## config.mk

```make
export PLATFORM = sky130hd
export DESIGN_NAME = rx_overhead_serial_ports
export DESIGN_NICKNAME = d
export VERILOG_FILES = /design/src/core/rx_overhead_pkg.sv /design/src/core/rx_overhead_lane.sv /design/src/core/rx_overhead_serial_ports.sv
export VERILOG_INCLUDE_DIRS = /design/src /design/src/core
export SDC_FILE = /design/constraint.sdc
export NUM_CORES = 1
export LEC_CHECK = 0
export ABC_AREA = 0
export ABC_CLOCK_PERIOD_IN_PS = 1800
export BUFFER_PORTS_ARGS = -buffer_cell sky130_fd_sc_hd__buf_2
export CAP_MARGIN = 0
export CORE_MARGIN = 5
export CORE_UTILIZATION = 50
export CTS_CLUSTER_DIAMETER = 80
export DETAILED_ROUTE_END_ITERATION = 10
export PLACE_DENSITY = 0.72
export SLEW_MARGIN = 5
export SYNTH_ARGS = -nofsm -noshare
export SYNTH_HDL_FRONTEND = slang
export SYNTH_SLANG_ARGS = --single-unit
```

## constraint.sdc

```tcl
create_clock -name sys_clk_i -period 1.8 [get_ports sys_clk_i]
set_input_delay 0.45 -clock sys_clk_i [delete_from_list [all_inputs] [get_ports sys_clk_i]]
set_output_delay 0.45 -clock sys_clk_i [all_outputs]
set_load 0.005 [all_outputs]
```

## src/core/rx_overhead_consts.svh

```systemverilog
// Purpose: constants for the receive overhead serial ports
// Assumes: 40 MHz system clock; port clock derived by division
// Notes:   STS-3 transport overhead is 9 rows x 9 columns of bytes
`ifndef RX_OVERHEAD_CONSTS_SVH
`define RX_OVERHEAD_CONSTS_SVH

`define OH_HALF_DIV        4'h9
`define OH_ROWS            4'h9
`define OH_COLS            4'h9
`define OH_BITS_LAST       3'h7
`define OH_A1_ROW          4'h0
`define OH_A1_COL          4'h0
`define OH_FIRST_BIT       3'h0
`define OH_E1_ROW          4'h3
`define OH_E1_COL          4'h6
`define OH_F1_ROW          4'h1
`define OH_F1_COL          4'h6
`define OH_E2_ROW          4'h8
`define OH_E2_COL          4'h6
`define OH_DCC_ROW_FIRST   4'h5
`define OH_DCC_ROW_LAST    4'h7
`define OH_DCC_COL_0       4'h0
`define OH_DCC_COL_1       4'h3
`define OH_DCC_COL_2       4'h6

`endif

```

## src/core/rx_overhead_pkg.sv

```systemverilog
// Purpose: shared types for the receive overhead serial ports
// Assumes: nothing beyond the constants header
// Notes:   byte position within the overhead block travels as a struct
package rx_overhead_pkg;

  typedef struct packed {
    logic [3:0] row;
    logic [3:0] col;
    logic [2:0] bit_idx;
  } oh_pos_t;

  typedef struct packed {
    logic valid;
    logic data;
    logic mark;
  } serial_lane_t;

  typedef enum logic [1:0] {
    ST_IDLE  = 2'b00,
    ST_FRAME = 2'b01,
    ST_SHIFT = 2'b11
  } oh_state_t;

endpackage : rx_overhead_pkg

```

## src/core/rx_overhead_lane.sv

```systemverilog
// Purpose: one serial output lane updated on the port clock falling edge
// Assumes: fall_i is a one-cycle pulse in sys_clk_i
// Notes:   outputs are straight flip-flops
`timescale 1ns/1ps
module rx_overhead_lane (
  input  wire logic                         sys_clk_i,
  input  wire logic                         rst_i,
  input  wire logic                         fall_i,
  input  wire rx_overhead_pkg::serial_lane_t lane_i,
  output      rx_overhead_pkg::serial_lane_t lane_o
);
  import rx_overhead_pkg::*;

  serial_lane_t lane_r;

  always_ff @(posedge sys_clk_i or posedge rst_i) begin
    if (rst_i) begin
      lane_r <= '0;
    end else if (fall_i) begin
      lane_r <= lane_i;
    end
  end

  assign lane_o = lane_r;
endmodule : rx_overhead_lane

```

## src/core/rx_overhead_serial_ports.sv

```systemverilog
// Purpose: serial transport overhead, line channel and order-wire output ports
// Assumes: overhead bytes arrive as a byte stream with a frame start marker
// Notes:   port clock is a divided copy of sys_clk_i and runs free
//
// Summary of operation
// free-running port clock, data changes on falling
// far end samples data on rising edge
// overhead valid high for every real bit
// all overhead bytes shifted out serially
// frame indicator high eight clocks during A1
// one-clock pre-pulse variant not taken; see note
// line channel valid high per line bit
// line channel outputs change on falling edge
// line channel carries bytes D4 through D12
// far controller samples line valid each rising
// far controller latches data when valid high
// order-wire pulse one clock on E1 bit0
// E1, F1, E2 shifted with order-wire valid
// order-wire outputs change on falling edge
// far logic latches from pulse until valid low
// data undefined while its valid is low
`timescale 1ns/1ps
`include "rx_overhead_consts.svh"
module rx_overhead_serial_ports (
  input  wire logic       sys_clk_i,
  input  wire logic       rst_i,
  input  wire logic [7:0] oh_byte_i,
  input  wire logic       oh_byte_valid_i,
  input  wire logic       oh_frame_start_i,
  output      logic       oh_byte_ready_o,
  output      logic       rx_overhead_port_clock_o,
  output      logic       rx_overhead_bit_valid_o,
  output      logic       rx_overhead_serial_data_o,
  output      logic       rx_overhead_frame_indicator_o,
  output      logic       rx_line_channel_valid_o,
  output      logic       rx_line_channel_data_o,
  output      logic       rx_orderwire_frame_pulse_o,
  output      logic       rx_orderwire_data_o,
  output      logic       rx_orderwire_valid_o
);
  import rx_overhead_pkg::*;

  // ---------------------------------------------------------------
  // port clock divider
  // ---------------------------------------------------------------
  // ten cycles each phase; outputs move with the fall, so the far
  // end's rise lands mid-bit
  logic [3:0] div_r;
  logic       pclk_r;
  wire        div_end  = (div_r == `OH_HALF_DIV);
  wire        fall_now = div_end && pclk_r;

  always_ff @(posedge sys_clk_i or posedge rst_i) begin
    if (rst_i) begin
      div_r  <= 4'h0;
      pclk_r <= 1'b0;
    end else begin
      div_r  <= div_end ? 4'h0 : div_r + 4'h1;
      pclk_r <= div_end ? ~pclk_r : pclk_r;
    end
  end

  // ---------------------------------------------------------------
  // byte holding and bit sequencer
  // ---------------------------------------------------------------
  oh_state_t  state_r;
  oh_pos_t    pos_r;
  oh_pos_t    pos_nxt;
  logic [7:0] shift_r;
  logic       ready_r;
  logic [7:0] hold_r;
  logic       hold_ok_r;

  wire take_byte = oh_byte_valid_i && ready_r;
  wire last_bit  = (pos_r.bit_idx == `OH_BITS_LAST);
  wire last_col  = (pos_r.col == `OH_COLS - 4'h1);
  wire last_row  = (pos_r.row == `OH_ROWS - 4'h1);
  // the byte about to load is the final one of the block
  wire next_last = last_row && (pos_r.col == `OH_COLS - 4'h2);
  // byte must be waiting when the current byte runs out
  wire need_byte = (state_r == ST_SHIFT) ? (fall_now && last_bit) : 1'b0;

  // ---------------------------------------------------------------
  // next position in the overhead block, row-major
  // ---------------------------------------------------------------
  assign pos_nxt.bit_idx = pos_r.bit_idx + 3'h1;
  assign pos_nxt.col     = !last_bit ? pos_r.col :
                           last_col  ? 4'h0 : pos_r.col + 4'h1;
  assign pos_nxt.row     = (last_bit && last_col) ? pos_r.row + 4'h1 : pos_r.row;

  always_ff @(posedge sys_clk_i or posedge rst_i) begin
    if (rst_i) begin
      state_r <= ST_IDLE;
      pos_r   <= '0;
      shift_r <= 8'h00;
      ready_r <= 1'b1;
    end else begin
      case (state_r)
        ST_IDLE: begin
          if (take_byte && oh_frame_start_i) begin
            shift_r <= oh_byte_i;
            ready_r <= 1'b0;
            pos_r   <= '0;
            state_r <= ST_FRAME;
          end
        end
        ST_FRAME: begin
          // lead-in lasting up to one port period, to the next fall, so the first bit stands a full period
          if (fall_now) begin
            state_r <= ST_SHIFT;
            ready_r <= 1'b1;
          end
        end
        ST_SHIFT: begin
          if (take_byte) begin
            ready_r <= 1'b0;
          end
          if (fall_now) begin
            pos_r   <= pos_nxt;
            shift_r <= {shift_r[6:0], 1'b0};
            if (last_bit) begin
              shift_r <= hold_r;
              // no request past the block end: a following start byte
              // would land in the hold buffer and be lost
              ready_r <= !next_last;
              if (last_col && last_row) begin
                state_r <= ST_IDLE;
                ready_r <= 1'b1;
              end else if (!hold_ok_r) begin
                // source underran; drop the frame rather than emit junk
                state_r <= ST_IDLE;
                ready_r <= 1'b1;
              end
            end
          end
        end
        default: state_r <= ST_IDLE;
      endcase
    end
  end

  // next byte buffer, loaded while the current byte shifts; emptied
  // outside a frame so a stale byte never feeds the next one
  always_ff @(posedge sys_clk_i or posedge rst_i) begin
    if (rst_i) begin
      hold_r    <= 8'h00;
      hold_ok_r <= 1'b0;
    end else if (state_r != ST_SHIFT) begin
      hold_ok_r <= 1'b0;
    end else if (take_byte) begin
      hold_r    <= oh_byte_i;
      hold_ok_r <= 1'b1;
    end else if (need_byte) begin
      hold_ok_r <= 1'b0;
    end
  end

  // ---------------------------------------------------------------
  // byte classification for the next falling edge
  // ---------------------------------------------------------------
  wire shifting = (state_r == ST_SHIFT);
  wire cur_bit  = shift_r[7];
  wire is_a1    = shifting && pos_r.row == `OH_A1_ROW && pos_r.col == `OH_A1_COL;
  wire col_dcc  = pos_r.col == `OH_DCC_COL_0 || pos_r.col == `OH_DCC_COL_1 ||
                  pos_r.col == `OH_DCC_COL_2;
  wire is_dcc   = shifting && pos_r.row >= `OH_DCC_ROW_FIRST &&
                  pos_r.row <= `OH_DCC_ROW_LAST && col_dcc;
  wire is_e1    = pos_r.row == `OH_E1_ROW && pos_r.col == `OH_E1_COL;
  wire is_f1    = pos_r.row == `OH_F1_ROW && pos_r.col == `OH_F1_COL;
  wire is_e2    = pos_r.row == `OH_E2_ROW && pos_r.col == `OH_E2_COL;
  wire is_ow    = shifting && (is_e1 || is_f1 || is_e2);

  serial_lane_t toh_nxt;
  serial_lane_t dcc_nxt;
  serial_lane_t ow_nxt;
  serial_lane_t toh_q;
  serial_lane_t dcc_q;
  serial_lane_t ow_q;

  // frame mark spans the whole A1 byte, not a pre-pulse
  assign toh_nxt = '{valid: shifting, data: cur_bit, mark: is_a1};
  // data lanes carry the shift bit even while their valid is low;
  // cheaper than gating, and the far end ignores it there
  assign dcc_nxt = '{valid: is_dcc, data: cur_bit, mark: 1'b0};
  assign ow_nxt  = '{valid: is_ow, data: cur_bit,
                     mark: is_ow && is_e1 && pos_r.bit_idx == `OH_FIRST_BIT};

  // ---------------------------------------------------------------
  // output lanes, all updated on the port clock falling edge
  // ---------------------------------------------------------------
  rx_overhead_lane u_toh_lane (
    .sys_clk_i (sys_clk_i),
    .rst_i     (rst_i),
    .fall_i    (fall_now),
    .lane_i    (toh_nxt),
    .lane_o    (toh_q)
  );

  rx_overhead_lane u_dcc_lane (
    .sys_clk_i (sys_clk_i),
    .rst_i     (rst_i),
    .fall_i    (fall_now),
    .lane_i    (dcc_nxt),
    .lane_o    (dcc_q)
  );

  rx_overhead_lane u_ow_lane (
    .sys_clk_i (sys_clk_i),
    .rst_i     (rst_i),
    .fall_i    (fall_now),
    .lane_i    (ow_nxt),
    .lane_o    (ow_q)
  );

  assign oh_byte_ready_o               = ready_r;
  assign rx_overhead_port_clock_o      = pclk_r;
  assign rx_overhead_bit_valid_o       = toh_q.valid;
  assign rx_overhead_serial_data_o     = toh_q.data;
  assign rx_overhead_frame_indicator_o = toh_q.mark;
  assign rx_line_channel_valid_o       = dcc_q.valid;
  assign rx_line_channel_data_o        = dcc_q.data;
  assign rx_orderwire_frame_pulse_o    = ow_q.mark;
  assign rx_orderwire_data_o           = ow_q.data;
  assign rx_orderwire_valid_o          = ow_q.valid;
endmodule : rx_overhead_serial_ports

```

---- Word-level counts from Yosys, hierarchy flattened ----
Index checks and enable logic that the tools add are counted.
operators by class
  multiply operators ...................... 0
  order comparisons ....................... 2
  shift operators ......................... 0
  equality and inequality tests ........... 18
  multiplexer cells ....................... 30
  reduce and logical (&&, ||, !) cells .... 36
  div/mod/pow operators ................... 0
  $add $sub $neg .......................... 4
  bitwise operators ....................... 2
operator list
  kind                   number
  $mux W8                3
  $mux W11               2
  $pmux W11 S2           1
  $logic_and A1 B1 Y1    18
  $mux W4                4
  $pmux W8 S2            1
  $add A4 B1 Y4 const B  3
  $eq A4 B4 Y1 const B   3
  $mux W2                6
  $mux W1                11
  $ne A2 B2 Y1 const B   5
  $eq A4 B2 Y1 const B   2
  $eq A4 B3 Y1 const B   2
  $logic_not A4 Y1       2
  $reduce_and A4 Y1      2
  $pmux W2 S3            1
  $reduce_and A3 Y1      2
  $reduce_bool A3 Y1     2
  $reduce_and A5 Y1      1
  $eq A4 B1 Y1 const B   1
  $ge A4 B3 Y1 const B   1
  $le A4 B3 Y1 const B   1
  $logic_or A1 B1 Y1     4
  $add A3 B1 Y3 const B  1
  other kinds (12)       13
word-level totals
  logic and storage cells ................. 108
  memories kept ........................... 0
  register bits ........................... 42
  output and inout port bits .............. 10
  memory bits (read-only) ................. 0
  RAM bits ................................ 0
  input bits .............................. 12
  bits in latches ......................... 0

---- Depth between registers and ports, before layout ----
  word-level depth ........................ 8
  depth in mapped cells ................... 7
  depth with buffers taken out ............ 6

---- Modules after synthesis ----
From an unflattened synthesis, not the netlist that was laid out.
unflattened totals
  cell total of the unflattened synthesis .. 219
  area total of the unflattened synthesis .. 2327.2 sq um
modules (own cells, without submodules)
  module                    instances  area each (sq um)  cells each  seq. area each (sq um)
  rx_overhead_serial_ports  1          1989.4             198         902.1
  rx_overhead_lane          3          112.6              7           75.1

---- Least setup slack after synthesis ----
No wires, ideal clock.
  kind .................................... register -> register
  start ................................... register pos_r[0] in the netlist's numbering
  end ..................................... register shift_r[1]
  buffers on the path ..................... 2
  path slack .............................. 0.015 ns
  data arrival time ....................... 1.659 ns
  clock period less this slack ............ 1.785 ns
  stages on the path, launching flop included .. 8
  library setup time ...................... 0.125 ns
  required time ........................... 1.675 ns
  path through ............................ dfrtp_1 ha_1 ha_1 buf_2 buf_1 mux2i_1 o21ai_0 mux2_4
on the way
  longest elaborated chain between the ends .. 4
ends and longest elaborated chain
  element                        line                             source
  start, declared                rx_overhead_serial_ports.sv:67   oh_pos_t pos_r;
  start signal, assigned         rx_overhead_serial_ports.sv:119  pos_r <= pos_nxt;
  $eq A3 B3 Y1 (no source line)  --
  $mux W8                        rx_overhead_serial_ports.sv:121  if (last_bit) begin
  $mux W8                        rx_overhead_serial_ports.sv:118  if (fall_now) begin
  $pmux W8 S2                    rx_overhead_serial_ports.sv:98   case (state_r)
  end signal, assigned           rx_overhead_serial_ports.sv:101  shift_r <= oh_byte_i;
  end signal, assigned           rx_overhead_serial_ports.sv:120  shift_r <= {shift_r[6:0], 1'b0};
  end signal, assigned           rx_overhead_serial_ports.sv:122  shift_r <= hold_r;
  end, declared                  rx_overhead_serial_ports.sv:69   logic [7:0] shift_r;
Every way passes these cells. The select of a mux whose other input is x is not followed.
A chain may end at the register's enable or synchronous reset.

---- Worst setup path after layout ----
  start ................................... register pos_r[0] in the netlist's numbering
  end ..................................... register pos_r[10] in the netlist's numbering
on the way
  longest elaborated chain between the ends .. 4
ends and longest elaborated chain
  element                             line                            source
  $eq A3 B3 Y1 (no source line)       --
  $logic_and A1 B1 Y1                 rx_overhead_serial_ports.sv:89  assign pos_nxt.row = (last_bit && last_col) ? pos_r.row + 4'h1 : pos_r.row;
  $ne A2 B1 Y1 (no source line)       --
  $reduce_and A4 Y1 (no source line)  --
Every way passes these cells.

==> summary by stage <==
Power
The cell leakage power is 0.00125 uW. The part of the power in registers is 55.7%. Summed over all nets, the switching power comes to 483 uW. The share of power burned in combinational logic is 12.2%. The proportion of total power due to net switching is 24.9%. The clock network is responsible for 32.1% of the overall power. The internal portion of the total power is 1460 uW.

The peak ir drop on the vdd network is 0.373 mV. The total power density per cell area is 737 mW/mm2.

Yosys
The post-synthesis net count is 236. Ranked by instance count, the synthesized netlist is headed by dfrtp_1 (41), nand2_1 (29), o21ai_0 (19), mux2_2 (14), nand3_1 (13). The share of the synthesized area in the top cell type is 46.3%. The number of flops mapped to enable cells by yosys is 0. By instance count, the leading cell after synthesis is dfrtp_1.

By area the synthesized netlist is led by dfrtp_1 (46%), mux2_2 (7.1%), ha_1 (5.1%). The distinct cell type count of the synthesized netlist is 47. The Yosys step of the flow raised 0 warnings. Counting flops with an async set or reset pin after synthesis yields a share of 100%.

The mean instance size in the synthesized netlist is 10.3 um2. The proportion of synthesized chip area in sequential cells is 47.5%. Synthesis produced a netlist whose cell count is 215. The number of flip-flops and latches in the synthesized netlist is 42. The predominant post-synthesis flop cell is dfrtp_1. The synthesized netlist occupies a cell area of 0.00221 mm2.

The cell accounting for the most synthesized area is dfrtp_1.

Placement
The count of port buffers added during placement is 21. The final estimated routing congestion in global placement is 0.877. The estimated wirelength of the detail-placed design is 3220 um. In this run the cell area measured after placement is 0.00248 mm2. The post-placement worst setup slack is -0.0201 ns.

Timing
The clock period minus final worst setup slack is 1.74 ns. The worst slew slack as a fraction of its limit is 74.7%. Setup repair after global routing left no endpoint under its margin. Dividing the final minimum period by the clock period gives 96.7%. The final count of negative-setup-slack endpoints is 0. The peak clock frequency supported by timing is 0.574 GHz.

The number of hold violations in the final report is 0. The number of max-slew violations in the final report is 0. The post-route worst setup slack is 0.0586 ns. For the pin with the worst max-slew slack, the measured transition is 0.379 ns. The clock arrives with 0.00599 ns of skew.

Global routing
The number of antenna violations at the first check in global routing is 0. The wire length of the first global-routing pass is 7770 um. Entering global routing, the biggest net connects 43 pins. The number of global-route vias before repair is 1676. The aggregate global-route resource usage is 16.2%. For this run the aggregate overflow at the end of global routing stands at 0.

Setup path
STA classifies the critical path startpoint as a flop. The category of the most critical setup path is flop to flop. Of all nets on the critical path, the largest fanout is 5. The worst endpoint data arrival time is 1.97 ns.

STA classifies the critical path endpoint as a flop. The setup check on the worst reg-to-reg path leaves a slack of 0.06 ns. The critical path data required time is 2.03 ns.

Detailed routing
In the routed design, unresolved DRC markers number 0. The final wirelength is 4500 um. The overall via count from detail_route is 1675. The first TritonRoute pass finished after 4 iterations. The detail-routed via count per cell is 5.46. The average wire per cell in the routed design is 14.7 um.

The violation count after the first detailed-routing iteration is 147. The remaining number of nets flagged by the antenna check after routing is 0.

Finish
The area added between synthesis and finish is 19.0%. The utilization after layout is 61.0%. The number of antenna diodes is 0. The number of nets in the finished design is 275. The filler cell count is 387.

Of the cells placed in the final design, the portion with a size suffix greater than 1 is 30.6%. Once layout is done, the placed cells without fillers occupy 0.00264 mm2.

Clocking
Clock latency on the worst-skew pair, taken at its later pin, is 0.29 ns. The clock tree from TritonCTS is done. The number of CTS-inserted buffers is 5. The root buffer selected by CTS is clkbuf_8.

The largest buffer count on any clock path is 2. After clock tree synthesis, the flow added hold-fix buffers numbering 0. Counting every sink on the clock net gives 42. The H-tree depth is 2. Clock-pin slew was measured on the worst setup and hold paths at 0.08 ns.

Die
The floorplan step defined a die boundary enclosing 0.00586 mm2. The number of placed I/O pins is 22. In this run the vertical extent of the chip is 76.6 um. In this run the standard cell core region covers 0.00432 mm2. The x dimension of the die is 76.6 um.

The initial utilization of the core area, before any placement, comes to 51.2%. The row count is 24.

Job
The number of violations of the max-capacitance limit is 0.

Run status
The flow ran to the end, and the final reports show no timing, DRC or antenna violations.

Min path
The class of the tightest hold or removal check is input port to asynchronous set/reset pin.
## through the flow
stage	hold slack (ns)	power [uW]	setup TNS, ns	std cells
final	0.192	1940	0	307
after global routing	0.218	2050	0	307
after CTS	0.205	1970	0	305
after detailed placement	0.467	1340	-0.0201	297
after global placement	0.454	1330	0	297
after floorplan	0.433	1250	0	215
## metal layers
layer	GRT usage (%)	up-vias	wire, um
met5	0	-	0
met4	6.47	0	66
met3	2.84	7	170
met2	26.9	30	2210
met1	20.8	801	2060
li1	-	837	-
## cell type report
class	instances	area, um2	area share [%]
multi-input cells	150	1080	41.1
flip-flops and latches	42	1050	39.9
repair buffers	43	299	11.3
clock buffers	7	86.3	3.27
well taps	52	65.1	2.47
inverters	12	45.0	1.71
clock inverters	1	5.00	0.190
## final timing paths
check	endpoint	startpoint	cells past startpoint
worst max register to register	pos_r[10]$_DFFE_PP0P_	pos_r[0]$_DFFE_PP0P_	6
worst min register to register	u_dcc_lane.lane_o[2]$_DFFE_PP0P_	u_dcc_lane.lane_o[2]$_DFFE_PP0P_	2
max in group asynchronous	oh_byte_ready_o$_DFFE_PP1P_	rst_i	3
worst max-delay path	pos_r[10]$_DFFE_PP0P_	pos_r[0]$_DFFE_PP0P_	6
min in group sys_clk_i	hold_r[4]$_DFFE_PP0P_	oh_byte_i[4]	2
worst min-delay path	hold_r[1]$_DFFE_PP0P_	rst_i	3
## layout by cell type, fill, tap and decap left out, types with 9 or more instances in the layout
master / instances
dfrtp_1: 41
mux2_2: 14
buf_4: 19
nand2_1: 29
nand3_1: 12
buf_2: 21
mux2i_1: 9
inv_1: 12
o21ai_0: 19
## cell families after synthesis
group	after synthesis	share of synthesized area [%]
AOI/OAI and AO/OA	41	11.9
buffers and inverters	23	4.91
xor gates and xnor gates	2	0.791
and+or+nand+nor	72	16.6
adders and majority gates	9	5.08
muxes	26	13.2
DFF	42	47.5
## worst max-delay path, cell delays in order, from the launching register on
cell,delay [ns]
dfrtp_1,0.38
ha_1,0.16
ha_2,0.22
and4b_1,0.26
o2111ai_2,0.14
or4_1,0.43
nand2_1,0.09
## state kept, by name, indices dropped and copies added, names as in the netlist
| signal | cells |
|---|---|
| div_r | 4 |
| hold_ok_r | 1 |
| hold_r | 8 |
| oh_byte_ready_o | 1 |
| pos_r | 11 |
| rx_overhead_port_clock_o | 1 |
| shift_r | 8 |
| state_r | 2 |
| u_dcc_lane.lane_o | 2 |
| u_ow_lane.lane_o | 2 |
| u_toh_lane.lane_o | 2 |
## power by group through the flow
stage          Sequential [uW]  Clock [uW]  Combinational [uW]
2_1_floorplan             1080           0                 171
3_3_place_gp              1090           0                 234
3_5_place_dp              1100           0                 239
4_1_cts                   1080         646                 241
5_1_grt                   1090         687                 273
6_report                  1080         624                 237
## what timing repair did
action | in CTS | in global routing
pin swaps | 0 | 1
endpoints found under the setup margin | 1 | 14
gates resized for setup | 2 | 5
setup buffers | 0 | 2
(Power assumes the default switching activity.)
